### src/inc/mgc_defs.svh
// Offsets, field positions, reset values and counts of the global interface control register.
// Included by the package and by the design file; definitions only.
`ifndef MGC_DEFS_SVH
`define MGC_DEFS_SVH

`define MGC_GLOBAL_CTL_OFFSET  4'h0
`define MGC_ADDR_W             4

`define MGC_RATE_HI            19
`define MGC_RATE_LO            18
`define MGC_CLK2_HZ_BIT        17
`define MGC_CLK2_EN_BIT        16
`define MGC_BUS_REQUEST_MODE_BIT         13
`define MGC_BUS_REQUEST_STATUS_BIT         11
`define MGC_READY_BIT          10
`define MGC_HOLDREQ_BIT        9
`define MGC_HOLDACK_BIT        8
`define MGC_HOLD_DISABLE_BIT         7
`define MGC_CLK1_HZ_BIT        6
`define MGC_CLK1_EN_BIT        5
`define MGC_DIV4_EN_BIT        4
`define MGC_DIV6_EN_BIT        3

`define MGC_RESERVED_MASK      32'hfff0_d007

`define MGC_RATE_RST           2'h2
`define MGC_CLK2_HZ_RST        1'h0
`define MGC_CLK2_EN_RST        1'h1
`define MGC_BUS_REQUEST_MODE_RST         1'h1
`define MGC_HOLD_DISABLE_RST         1'h0
`define MGC_CLK1_HZ_RST        1'h1
`define MGC_CLK1_EN_RST        1'h1
`define MGC_DIV4_EN_RST        1'h1
`define MGC_DIV6_EN_RST        1'h1

`define MGC_DIV4_HALF          2'h2
`define MGC_DIV6_HALF          2'h3

`endif

### src/inc/mgc_pkg.sv
// Types shared by the global interface control block.
// Assumes mgc_defs.svh is on the include path.
`include "mgc_defs.svh"

package mgc_pkg;

    typedef enum logic [1:0] {
        MGC_RATE_FULL    = 2'h0,
        MGC_RATE_HALF    = 2'h1,
        MGC_RATE_QUARTER = 2'h2,
        MGC_RATE_RSVD    = 2'h3
    } mgc_rate_t;

    typedef enum logic [0:0] {
        MGC_HOLD_OWN  = 1'h0,
        MGC_HOLD_LENT = 1'h1
    } mgc_hold_state_t;

    typedef struct packed {
        mgc_rate_t rate;
        logic      clk2_float;
        logic      clk2_en;
        logic      bus_request_mode;
        logic      hold_disable;
        logic      clk1_float;
        logic      clk1_en;
        logic      div4_en;
        logic      div6_en;
    } mgc_ctl_t;

    typedef struct packed {
        logic        read;
        logic        write;
        logic [`MGC_ADDR_W-1:0] address;
        logic [3:0]  byteenable;
        logic [31:0] writedata;
    } mgc_avs_req_t;

    typedef struct packed {
        logic        clk;
        logic        oe;
    } mgc_clk_pin_t;

endpackage

### src/rtl/mgc_global_ctl.sv
// Global control and status register of an external memory interface, with its clock outputs.
// Assumes one clock, an Avalon-MM master on the register side, and pins on the memory side.
//
// The placing of the registers and register access over Avalon-MM were left to the implementer.
`timescale 1ns/1ps
`include "mgc_defs.svh"

module mgc_global_ctl (
    // Clock and reset
    input  wire logic                  mclk,
    input  wire logic                  rst_b,
    // Avalon-MM slave
    input  wire logic [`MGC_ADDR_W-1:0] avs_address,
    input  wire logic                  avs_read,
    input  wire logic                  avs_write,
    input  wire logic [3:0]            avs_byteenable,
    input  wire logic [31:0]           avs_writedata,
    output logic      [31:0]           avs_readdata,
    output logic                       avs_waitrequest,
    // Memory controller status, same clock
    input  wire logic                  access_pending,
    input  wire logic                  refresh_pending,
    // Pins from the outside world
    input  wire logic                  async_ready_input,
    input  wire logic                  hold_request_b,
    // Pins to the outside world
    output logic                       hold_acknowledge_b,
    output logic                       bus_request,
    output mgc_pkg::mgc_clk_pin_t      first_ext_clock_out,
    output mgc_pkg::mgc_clk_pin_t      second_ext_clock_out,
    output logic                       aux_div4_clock_out,
    output logic                       aux_div6_clock_out
);
    import mgc_pkg::*;

    mgc_ctl_t        ctl;
    mgc_hold_state_t hold_state;
    mgc_hold_state_t next_hold_state;
    mgc_avs_req_t    req;
    logic [2:0]      ready_sync;
    logic [2:0]      hold_sync;
    logic            ready_seen;
    logic            hold_req_seen_b;
    logic [2:0]      phase_cnt;
    logic [1:0]      div4_cnt;
    logic [1:0]      div6_cnt;

    assign req = '{read: avs_read, write: avs_write, address: avs_address,
                   byteenable: avs_byteenable, writedata: avs_writedata};

    // Bus decode.  A request is answered one cycle after it is first seen.
    wire        reg_hit    = (req.address == `MGC_GLOBAL_CTL_OFFSET);
    wire        req_first  = (req.read | req.write) & avs_waitrequest;
    wire        req_done   = (req.read | req.write) & ~avs_waitrequest;
    wire        ctl_write  = req_done & req.write & reg_hit;
    wire [31:0] status_word = {12'h000,
                               ctl.rate, ctl.clk2_float, ctl.clk2_en,
                               2'h0, ctl.bus_request_mode, 1'h0,
                               bus_request, ready_seen, hold_req_seen_b, hold_acknowledge_b,
                               ctl.hold_disable, ctl.clk1_float, ctl.clk1_en, ctl.div4_en, ctl.div6_en,
                               3'h0};
    wire [31:0] next_readdata = reg_hit ? status_word : 32'h0000_0000;

    always_ff @(posedge mclk or negedge rst_b) begin
        if (!rst_b) begin
            avs_waitrequest <= 1'h1;
            avs_readdata    <= 32'h0000_0000;
        end else begin
            avs_waitrequest <= ~req_first;
            if (req_first && req.read) begin
                avs_readdata <= next_readdata;
            end
        end
    end

    // Only writable fields are stored; status and reserved bits have no storage to hit.
    always_ff @(posedge mclk or negedge rst_b) begin
        if (!rst_b) begin
            ctl.rate             <= mgc_rate_t'(`MGC_RATE_RST);
            ctl.clk2_float       <= `MGC_CLK2_HZ_RST;
            ctl.clk2_en          <= `MGC_CLK2_EN_RST;
            ctl.bus_request_mode <= `MGC_BUS_REQUEST_MODE_RST;
            ctl.hold_disable     <= `MGC_HOLD_DISABLE_RST;
            ctl.clk1_float       <= `MGC_CLK1_HZ_RST;
            ctl.clk1_en          <= `MGC_CLK1_EN_RST;
            ctl.div4_en          <= `MGC_DIV4_EN_RST;
            ctl.div6_en          <= `MGC_DIV6_EN_RST;
        end else if (ctl_write) begin
            if (req.byteenable[2]) begin
                ctl.rate       <= mgc_rate_t'(req.writedata[`MGC_RATE_HI:`MGC_RATE_LO]);
                ctl.clk2_float <= req.writedata[`MGC_CLK2_HZ_BIT];
                ctl.clk2_en    <= req.writedata[`MGC_CLK2_EN_BIT];
            end
            if (req.byteenable[1]) begin
                ctl.bus_request_mode <= req.writedata[`MGC_BUS_REQUEST_MODE_BIT];
            end
            if (req.byteenable[0]) begin
                ctl.hold_disable <= req.writedata[`MGC_HOLD_DISABLE_BIT];
                ctl.clk1_float   <= req.writedata[`MGC_CLK1_HZ_BIT];
                ctl.clk1_en      <= req.writedata[`MGC_CLK1_EN_BIT];
                ctl.div4_en      <= req.writedata[`MGC_DIV4_EN_BIT];
                ctl.div6_en      <= req.writedata[`MGC_DIV6_EN_BIT];
            end
        end
    end

    // Pin inputs pass three flops; the filtered level moves only when the last two agree.
    always_ff @(posedge mclk or negedge rst_b) begin
        if (!rst_b) begin
            ready_sync      <= 3'h0;
            hold_sync       <= 3'h7;
            ready_seen      <= 1'h0;
            hold_req_seen_b <= 1'h1;
        end else begin
            ready_sync <= {ready_sync[1:0], async_ready_input};
            hold_sync  <= {hold_sync[1:0], hold_request_b};
            if (ready_sync[2] == ready_sync[1]) begin
                ready_seen <= ready_sync[2];
            end
            if (hold_sync[2] == hold_sync[1]) begin
                hold_req_seen_b <= hold_sync[2];
            end
        end
    end

    // Hold is granted only between accesses, which is the earliest safe point.
    always_comb begin
        next_hold_state = hold_state;
        case (hold_state)
            MGC_HOLD_OWN: begin
                if (!hold_req_seen_b && !ctl.hold_disable && !access_pending) begin
                    next_hold_state = MGC_HOLD_LENT;
                end
            end
            MGC_HOLD_LENT: begin
                if (hold_req_seen_b) begin
                    next_hold_state = MGC_HOLD_OWN;
                end
            end
            default: next_hold_state = MGC_HOLD_OWN;
        endcase
    end

    always_ff @(posedge mclk or negedge rst_b) begin
        if (!rst_b) begin
            hold_state         <= MGC_HOLD_OWN;
            hold_acknowledge_b <= 1'h1;
            bus_request        <= 1'h0;
        end else begin
            hold_state         <= next_hold_state;
            hold_acknowledge_b <= (next_hold_state != MGC_HOLD_LENT);
            bus_request        <= access_pending | (ctl.bus_request_mode & refresh_pending);
        end
    end

    // Clock generation.  Enables and floats act at once, so switching is not glitch free.
    wire hold_lent = (hold_state == MGC_HOLD_LENT);
    wire rate_phase = (ctl.rate == MGC_RATE_FULL) ? phase_cnt[0] :
                      (ctl.rate == MGC_RATE_HALF) ? phase_cnt[1] : phase_cnt[2];
    wire div4_wrap = (div4_cnt == `MGC_DIV4_HALF - 2'h1);
    wire div6_wrap = (div6_cnt == `MGC_DIV6_HALF - 2'h1);

    always_ff @(posedge mclk or negedge rst_b) begin
        if (!rst_b) begin
            phase_cnt <= 3'h0;
            div4_cnt  <= 2'h0;
            div6_cnt  <= 2'h0;
        end else begin
            phase_cnt <= phase_cnt + 3'h1;
            div4_cnt  <= div4_wrap ? 2'h0 : div4_cnt + 2'h1;
            div6_cnt  <= div6_wrap ? 2'h0 : div6_cnt + 2'h1;
        end
    end

    always_ff @(posedge mclk or negedge rst_b) begin
        if (!rst_b) begin
            first_ext_clock_out  <= '{clk: 1'h0, oe: 1'h1};
            second_ext_clock_out <= '{clk: 1'h0, oe: 1'h1};
            aux_div4_clock_out   <= 1'h1;
            aux_div6_clock_out   <= 1'h1;
        end else begin
            second_ext_clock_out.clk <= ctl.clk2_en & rate_phase;
            second_ext_clock_out.oe  <= ~(ctl.clk2_float & hold_lent);
            first_ext_clock_out.clk  <= ctl.clk1_en & ~first_ext_clock_out.clk;
            first_ext_clock_out.oe   <= ~(ctl.clk1_float & hold_lent);
            aux_div4_clock_out <= ctl.div4_en ? (aux_div4_clock_out ^ div4_wrap) : 1'h1;
            aux_div6_clock_out <= ctl.div6_en ? (aux_div6_clock_out ^ div6_wrap) : 1'h1;
        end
    end
endmodule
### config.mk
export PLATFORM = sky130hd
export DESIGN_NAME = mgc_global_ctl
export DESIGN_NICKNAME = d
export VERILOG_FILES = /design/src/inc/mgc_pkg.sv /design/src/rtl/mgc_global_ctl.sv
export VERILOG_INCLUDE_DIRS = /design/src /design/src/inc
export SDC_FILE = /design/constraint.sdc
export NUM_CORES = 1
export LEC_CHECK = 0
export ABC_AREA = 0
export BUFFER_PORTS_ARGS = -buffer_cell sky130_fd_sc_hd__buf_4
export CAP_MARGIN = 20
export CELL_PAD_IN_SITES_DETAIL_PLACEMENT = 1
export CELL_PAD_IN_SITES_GLOBAL_PLACEMENT = 2
export CORE_MARGIN = 8
export CORE_UTILIZATION = 28
export CTS_CLUSTER_DIAMETER = 60
export DETAILED_ROUTE_END_ITERATION = 6
export GPL_ROUTABILITY_DRIVEN = 0
export PLACE_DENSITY_LB_ADDON = 0.25
export SKIP_CTS_REPAIR_TIMING = 1
export SYNTH_ARGS = -nofsm -noshare
export SYNTH_HDL_FRONTEND = slang
export SYNTH_SLANG_ARGS = --single-unit
### constraint.sdc
create_clock -name mclk -period 1.7 [get_ports mclk]
set_clock_uncertainty 0.15 [all_clocks]
set_input_delay 0.085 -clock mclk [delete_from_list [all_inputs] [get_ports mclk]]
set_output_delay 0.085 -clock mclk [all_outputs]
set_load 0.01 [all_outputs]
# After elaboration in Yosys (flattened, before gate mapping)

Cells that the tools add are included.

Flip-flop bits (word level): 67
Input bits: 48
Logic and storage cells: 76

Add/subtract/negate cells: 3
Equality and inequality tests: 5
Mux-type cells: 10
Bitwise operators: 20
Reduce and logical (&&, ||, !) cells: 11

Operators with widths:

| cell                | number |
|---|---|
| $mux 20             | 1 |
| $and 1x1->1         | 9 |
| $not 1->1           | 7 |
| $mux 1              | 6 |
| $reduce_and 2->1    | 3 |
| $add 2x1->2 const B | 2 |
| $eq 2x1->1 const B  | 2 |
| $logic_not 4->1     | 1 |
| $mux 2              | 2 |
| $add 3x1->3 const B | 1 |
| $logic_and 1x1->1   | 3 |
| $logic_not 1->1     | 3 |
| $eq 1x1->1          | 2 |
| $eq 2x2->1 const B  | 1 |
| $logic_not 2->1     | 1 |
| $or 1x1->1          | 2 |
| $pmux 1 s2          | 1 |
| $xor 1x1->1         | 2 |

# Longest topological paths before layout

Gate-level depths: netlist of run 1.

Depth in word-level cells: 6
Depth in mapped cells: 4
Gate-level depth less buffers: 3

# Worst setup path after synthesis of run 1

Ideal clock, no wire load.

Kind: input -> register
Start: input avs_address[1]
End: register ctl[4] (netlist name)
Library setup time: 0.125 ns
Arrival: 1.273 ns
Required time: 1.425 ns
Path slack: 0.152 ns
Stages on the path: 3
Cell sequence: or4_4 > nor3_4 > mux2_2

Longest elaborated chain between the ends: 3

Ends and longest elaborated chain:

| item                              | line                 | source |
|---|---|---|
| start: declaration                | mgc_global_ctl.sv:13 | `` input wire logic [`MGC_ADDR_W-1:0] avs_address, `` |
| $logic_not 4->1 (no source line)  | n/a                  |  |
| $and 1x1->1                       | mgc_global_ctl.sv:55 | `wire ctl_write = req_done & req.write & reg_hit;` |
| $reduce_and 2->1 (no source line) | n/a                  |  |
| end: declaration                  | mgc_global_ctl.sv:36 | `mgc_ctl_t ctl;` |

Every way passes these cells.
A chain may end at the register's enable or synchronous reset.

# Final worst setup path of run 1

Start: register avs_waitrequest
End: register avs_waitrequest

Longest elaborated chain between the ends: 2

Ends and longest elaborated chain:

| item                     | line                 | source |
|---|---|---|
| start: declaration       | mgc_global_ctl.sv:19 | `output logic avs_waitrequest,` |
| start signal: assignment | mgc_global_ctl.sv:69 | `avs_waitrequest <= ~req_first;` |
| $and 1x1->1              | mgc_global_ctl.sv:53 | `wire req_first = (req.read \| req.write) & avs_waitrequest;` |
| $not 1->1                | mgc_global_ctl.sv:69 |  |

Every way passes these cells.

==> summary.txt, run 1 <==
outcome: finished clean
hold slack: 0.0709 ns
clk buf depth: 2
DRT Wirelength: 4230 um
DR pass1 iterations: 4
minimum clock period after layout: 1.55 ns
share of layout cells above drive strength 1: 0.454
Final Setup Violations: 0
initial antenna violation count: 0
final worst setup slack: 0.154 ns
Synth Area in Adders: 0.0174
r2r setup slk: 0.15 ns
Final ANT Viol Nets: 0
die width: 97.8 um
most frequent cells in the layout: buf_4 (54), dfrtp_1 (32), conb_1 (18), dfstp_2 (17), dlygate4sd3_1 (17)
global-route wire length before repair: 6870 um
Max Slew Vio Count: 0
initial core utilization: 0.282
WL/cell: 14.7 um
post-synthesis xor/xnor area fraction: 0.00936
total track usage: 0.0893
share of the synthesized area in the top cell type: 0.428
Syn-to-layout area delta: 38.1%
Setup crit end: avs_waitrequest
fin util: 0.389
total number of H-tree levels: 2
CTS Buf Count: 5
Syn Inst Count: 131
Max-cap violations: 0
Synth area leader: dfrtp_1
core box area: 6640 um2
critical path required time: 1.78 ns
Via density: 4.19
post-synthesis mux area share: 0.0655
CP Launch Type: flop
CP arrival: 1.63 ns
Sink Count: 49
DRC violations left: 0
number of global-route vias before repair: 1310
via count: 1203
HPWL Detailed: 3090 um
Die Y: 97.8 um
DR iter-0 viols: 51
root buf cell: clkbuf_8
cell leakage power: 1.25 nW
largest net degree at the start of global routing: 50
Worst Setup End Kind: flop
RR Startpoint: avs_waitrequest
post-route non-filler standard cell count: 287
syn_area_per_cell: 14.3 um2
Inst Count DP: 262
RSZ-0062 raised after global routing: no
die area: 9560 um2
Slew HR: 0.602
row cnt: 30
flops & latches, synth: 49
total power density per cell area: 946 nW/um2
Post-Synth Simple-Gate Area: 0.0795
critical path type: flop to flop
commonest non-fill, non-tap cell in the layout: buf_4
cells on worst reg2reg path: 2
port buffer count: 47
worst-path maximum fanout: 6
remaining global-route overflow: 0
Tcrit/Tclk final: 0.910
hold path start: avs_byteenable[1]
Fmax: 647 MHz
number of diodes: 0
Slew @ Worst Pin: 0.597 ns
sequential fraction of the synthesis area: 0.666
FILL cells: 718
Ys Warns: 0
Synth area leaders: dfrtp_1 (43%), dfstp_2 (24%), buf_4 (7.6%), a22o_1 (6.6%), mux2_2 (6.0%)
final hold violation count: 0
Critical path origin: avs_waitrequest
Post-Syn Area: 1870 um2
peak supply drop: 0.307 mV
reg2reg end: avs_waitrequest
Hold WC Path Type: input pin to flop
post-synthesis compound-gate area fraction: 0.0775
Clk Latency, worst-skew pair: 0.30 ns
Place WS: -0.0290 ns
Synth cell types: 26
largest family of logic cells by synthesized area: buffers and inverters
num ports: 89
Nets: 255
CTS tree: yes
CTS clk-pin slew, worst paths: 0.09 ns
==> cells by family (layout without fill, tap and decap cells) <==
family,count (synthesis),after routing
buf+inv,22,81
flops,49,49
fa+ha+maj,3,3
mux,11,11
compound gates,18,18
simple gates,25,25
xor+xnor,2,2
other cells,1,18
==> critical path, cell delays in order (launching register included) <==
cell	delay, ns
dfstp_2	0.63
o21ai_0	0.12
dlygate4sd3_1	0.58
==> report_power, final <==
part | switching [mW] | leakage, nW | internal (mW)
sequential | 0.0539 | 0.596 | 1.27
combinational | 0.121 | 0.601 | 0.147
clock | 0.378 | 0.0574 | 0.478
==> through the flow <==
step / total power, mW / area (um2) / setup TNS (ns)
floorplan: 1.47 / 1940 / 0
CTS: 2.45 / 2410 / 0
global placement: 1.57 / 2290 / -0.0763
detailed placement: 1.58 / 2290 / -0.0835
finish: 2.45 / 2580 / 0
global route: 2.57 / 2580 / 0
==> worst min path at each step <==
stage	to	slack [ns]	cells after the start
after global placement	ready_seen	-0.02	1
after floorplan	avs_readdata[10]	-0.36	0
final	ctl[5]	0.07	4
after CTS	ready_seen	-0.34	1
after global routing	ctl[5]	0.06	4
after detailed placement	ready_seen	-0.006	1
==> flip-flops by register name, summed over array words and instances, names as in the netlist, 2 cells and up <==
signal / flops
div6_cnt: 2
second_ext_clock_out: 2
div4_cnt: 2
ready_sync: 3
first_ext_clock_out: 2
ctl: 10
avs_readdata: 14
hold_sync: 3
phase_cnt: 3
==> layout make-up <==
| cell class | instances | area (um2) | share of cell area |
|---|---|---|---|
| clock inverters | 2 | 37.5 | 0.0145 |
| clock buffers | 6 | 82.6 | 0.0319 |
| inverters | 2 | 7.51 | 0.00290 |
| well taps | 80 | 100 | 0.0387 |
| flip-flops and latches | 49 | 1250 | 0.483 |
| multi-input cells | 77 | 534 | 0.207 |
| repair buffers | 71 | 576 | 0.223 |
==> cells in the mapped netlist <==
library cell / number
nor3_4: 2
o21ai_0: 3
dfstp_2: 17
a21o_1: 1
maj3_1: 2
or4_4: 1
buf_4: 19
nand2_1: 8
dfrtp_1: 32
or2_2: 1
mux2_2: 10
conb_1: 1
or3_1: 1
ha_1: 1
clkbuf_1: 1
a22o_1: 14
nor3_1: 1
nor2_2: 1
nor2_1: 4
and2_1: 1
nor2b_1: 4
mux2i_1: 1
nand3_1: 1
xnor2_1: 1
inv_1: 2
xor2_1: 1
==> routing by layer <==
metal | GRT usage | vias to the layer above | share of wire
li1 | - | 562 | -
met1 | 0.101 | 597 | 0.42
met2 | 0.148 | 39 | 0.51
met3 | 0.0341 | 5 | 0.059
met4 | 0.0360 | 0 | 0.012
met5 | 0 | - | 0
No activity file was read; power rests on OpenSTA's default activity.
==> run 2: changes to the inputs <==
--- a/config.mk
+++ b/config.mk
@@ -19,2 +19,3 @@
 export PLACE_DENSITY_LB_ADDON = 0.25
+export RECOVER_POWER = 25
 export SKIP_CTS_REPAIR_TIMING = 1
==> constraint.sdc (replaced) <==
create_clock -name mclk -period 1.7 [get_ports mclk]
set_clock_uncertainty 0.15 [all_clocks]
set_input_delay 0.34 -clock mclk [delete_from_list [all_inputs] [get_ports mclk]]
set_output_delay 0.34 -clock mclk [all_outputs]
set_load 0.01 [all_outputs]
==> run 2 against run 1 <==
Compared with the run above: register-to-register slack improved by 0.08 ns; global-route usage rose by 0.38 points; sequential share of layout area rose by 2.6 points; cell count fell by 5.6%; maximum frequency fell by 4.9%; combinational power fell by 11%; die area did not move; highest routed layer unchanged; cell area fell by 5.0%; sequential power barely moved; non-clock buffer count fell by 16; first-iteration DRC count fell by 55%.
==> summary.txt, run 2 (synthesis results as in run 1) <==
outcome: finished clean (unchanged)
setup TNS: 0 ns (unchanged)
Slew HR: 0.553 (was 0.602)
Slew @ Worst Pin: 0.671 ns (was 0.597 ns)
Syn-to-layout area delta: 31.1% (was 38.1%)
cells on worst reg2reg path: 3 (was 2)
CP most frequent cell: buf_4
HPWL Detailed: 3090 um (about the same)
Hold WC Path Type: input pin to flop (unchanged)
Tcrit/Tclk final: 0.956 (was 0.910)
global-route wire length before repair: 7070 um (was 6870 um)
DRC violations left: 0 (unchanged)
Final ANT Viol Nets: 0 (unchanged)
via count: 1146 (was 1203)
worst-path maximum fanout: 4 (was 6)
CP arrival: 1.71 ns (was 1.63 ns)
register with the most flip-flops: avs_readdata (unchanged)
Worst Setup End Kind: flop (unchanged)
number of diodes: 0 (unchanged)
Inst Count DP: 260 (was 262)
total track usage: 0.0931 (was 0.0893)
CTS tree: yes (unchanged)
most frequent cells in the layout: buf_4 (47), dfrtp_1 (32), conb_1 (18), a22o_1 (14), dfstp_2 (13) (was buf_4 (54), dfrtp_1 (32), conb_1 (18), dfstp_2 (17), dlygate4sd3_1 (17))
die width: 97.8 um (unchanged)
minimum clock period after layout: 1.63 ns (was 1.55 ns)
core box area: 6640 um2 (unchanged)
DR pass1 iterations: 2 (was 4)
max reg flops: 14 (unchanged)
WHS Path Cells: 2 (was 4)
num ports: 89 (unchanged)
Final Setup Violations: 0 (unchanged)
CP max-delay cell: or4_4 (was dfstp_2)
row cnt: 30 (unchanged)
root buf cell: clkbuf_8 (unchanged)
commonest non-fill, non-tap cell in the layout: buf_4 (unchanged)
share of layout cells above drive strength 1: 0.461 (was 0.454)
Nets: 239 (was 255)
clock power share: 0.347 (was 0.350)
Critical path origin: avs_address[2] (was avs_waitrequest)
port buffer count: 47 (unchanged)
RSZ-0062 raised after global routing: no (unchanged)
number of global-route vias before repair: 1349 (was 1310)
largest net degree at the start of global routing: 50 (unchanged)
Switching Share: 0.233 (was 0.226)
die area: 9560 um2 (unchanged)
CP Launch Type: input pin (was flop)
NetSw: 0.556 mW (was 0.554 mW)
DRT Wirelength: 4270 um (was 4230 um)
CTS clk-pin slew, worst paths: 0.09 ns (about the same)
critical path type: input pin to flop (was flop to flop)
remaining global-route overflow: 0 (unchanged)
internal power: 1.83 mW (was 1.89 mW)
cell leakage power: 1.19 nW (was 1.25 nW)
Die Y: 97.8 um (unchanged)
Power Total: 2.38 mW (was 2.45 mW)
Sink Count: 49 (unchanged)
Clk Latency, worst-skew pair: 0.30 ns (about the same)
peak supply drop: 0.389 mV (was 0.307 mV)
DR iter-0 viols: 23 (was 51)
Via density: 4.23 (was 4.19)
WL/cell: 15.7 um (was 14.7 um)
final hold violation count: 0 (unchanged)
total number of H-tree levels: 2 (unchanged)
hold path start: avs_read (was avs_byteenable[1])
Comb pwr share: 0.100 (was 0.110)
Max-cap violations: 0 (unchanged)
clk buf depth: 2 (unchanged)
critical path required time: 1.79 ns (was 1.78 ns)
Seq pwr share: 0.553 (was 0.540)
CTS Buf Count: 5 (unchanged)
critical-path cell list: buf_4, or4_4, nor3_2, buf_4, mux2_2 (was o21ai_0, dlygate4sd3_1)
total power density per cell area: 971 nW/um2 (was 946 nW/um2)
biggest regs: avs_readdata (14), ctl (10) (unchanged)
initial core utilization: 0.282 (unchanged)
hold slack: 0.0467 ns (was 0.0709 ns)
RR Startpoint: avs_waitrequest (unchanged)
initial antenna violation count: 0 (unchanged)
Fmax: 615 MHz (was 647 MHz)
Max Slew Vio Count: 0 (unchanged)
post-route non-filler standard cell count: 271 (was 287)
Crit path largest cell delay: 0.58 ns (was 0.63 ns)
[run 2: worst paths after layout]
check	to	slack [ns]
max	ctl[5]	0.07
min	avs_waitrequest	0.05
max reg2reg	avs_readdata[10]	0.23
min reg2reg	hold_sync[1]	0.21
max in group asynchronous	first_ext_clock_out[1]	0.47
min in group asynchronous	avs_readdata[10]	0.50
[run 2: stage by stage]
step,instance area [um2],setup WS [ns],utilization
6_report,2450,0.0746,0.369
2_1_floorplan,1940,-0.0292,-
3_5_place_dp,2310,-0.328,0.347
5_1_grt,2450,0.0458,0.369
3_3_place_gp,2310,-0.320,0.347
4_1_cts,2420,0.00230,0.364
[run 2: worst max-delay path, delay by kind of cell]
| family | cells | cell delay [ns] |
|---|---|---|
| simple gates | 2 | 0.80 |
| buf+inv | 2 | 0.25 |
| mux | 1 | 0.32 |
[run 2: power groups by stage]
stage               sequential (mW)  combinational (mW)  clock (mW)
floorplan                      1.34               0.128           0
global placement               1.34               0.231           0
detailed placement             1.34               0.238           0
CTS                            1.32               0.240       0.865
global route                   1.33               0.268       0.900
finish                         1.32               0.239       0.827
[run 2: layout make-up]
type | instances | area, um2
tap | 80 | 100
timing repair buffer | 55 | 445
inverter | 2 | 7.51
multi-input combinational | 77 | 543
clock buffer | 6 | 72.6
clock inverter | 2 | 38.8
sequential | 49 | 1250
fill | 728 | 4190
[run 2: per-layer routing]
layer | track usage | up-vias | wire length [um]
met5 | 0 | - | 0
met4 | 0.0396 | 0 | 58
met3 | 0.0292 | 5 | 227
met2 | 0.147 | 41 | 2050
met1 | 0.114 | 575 | 1940
li1 | - | 525 | -
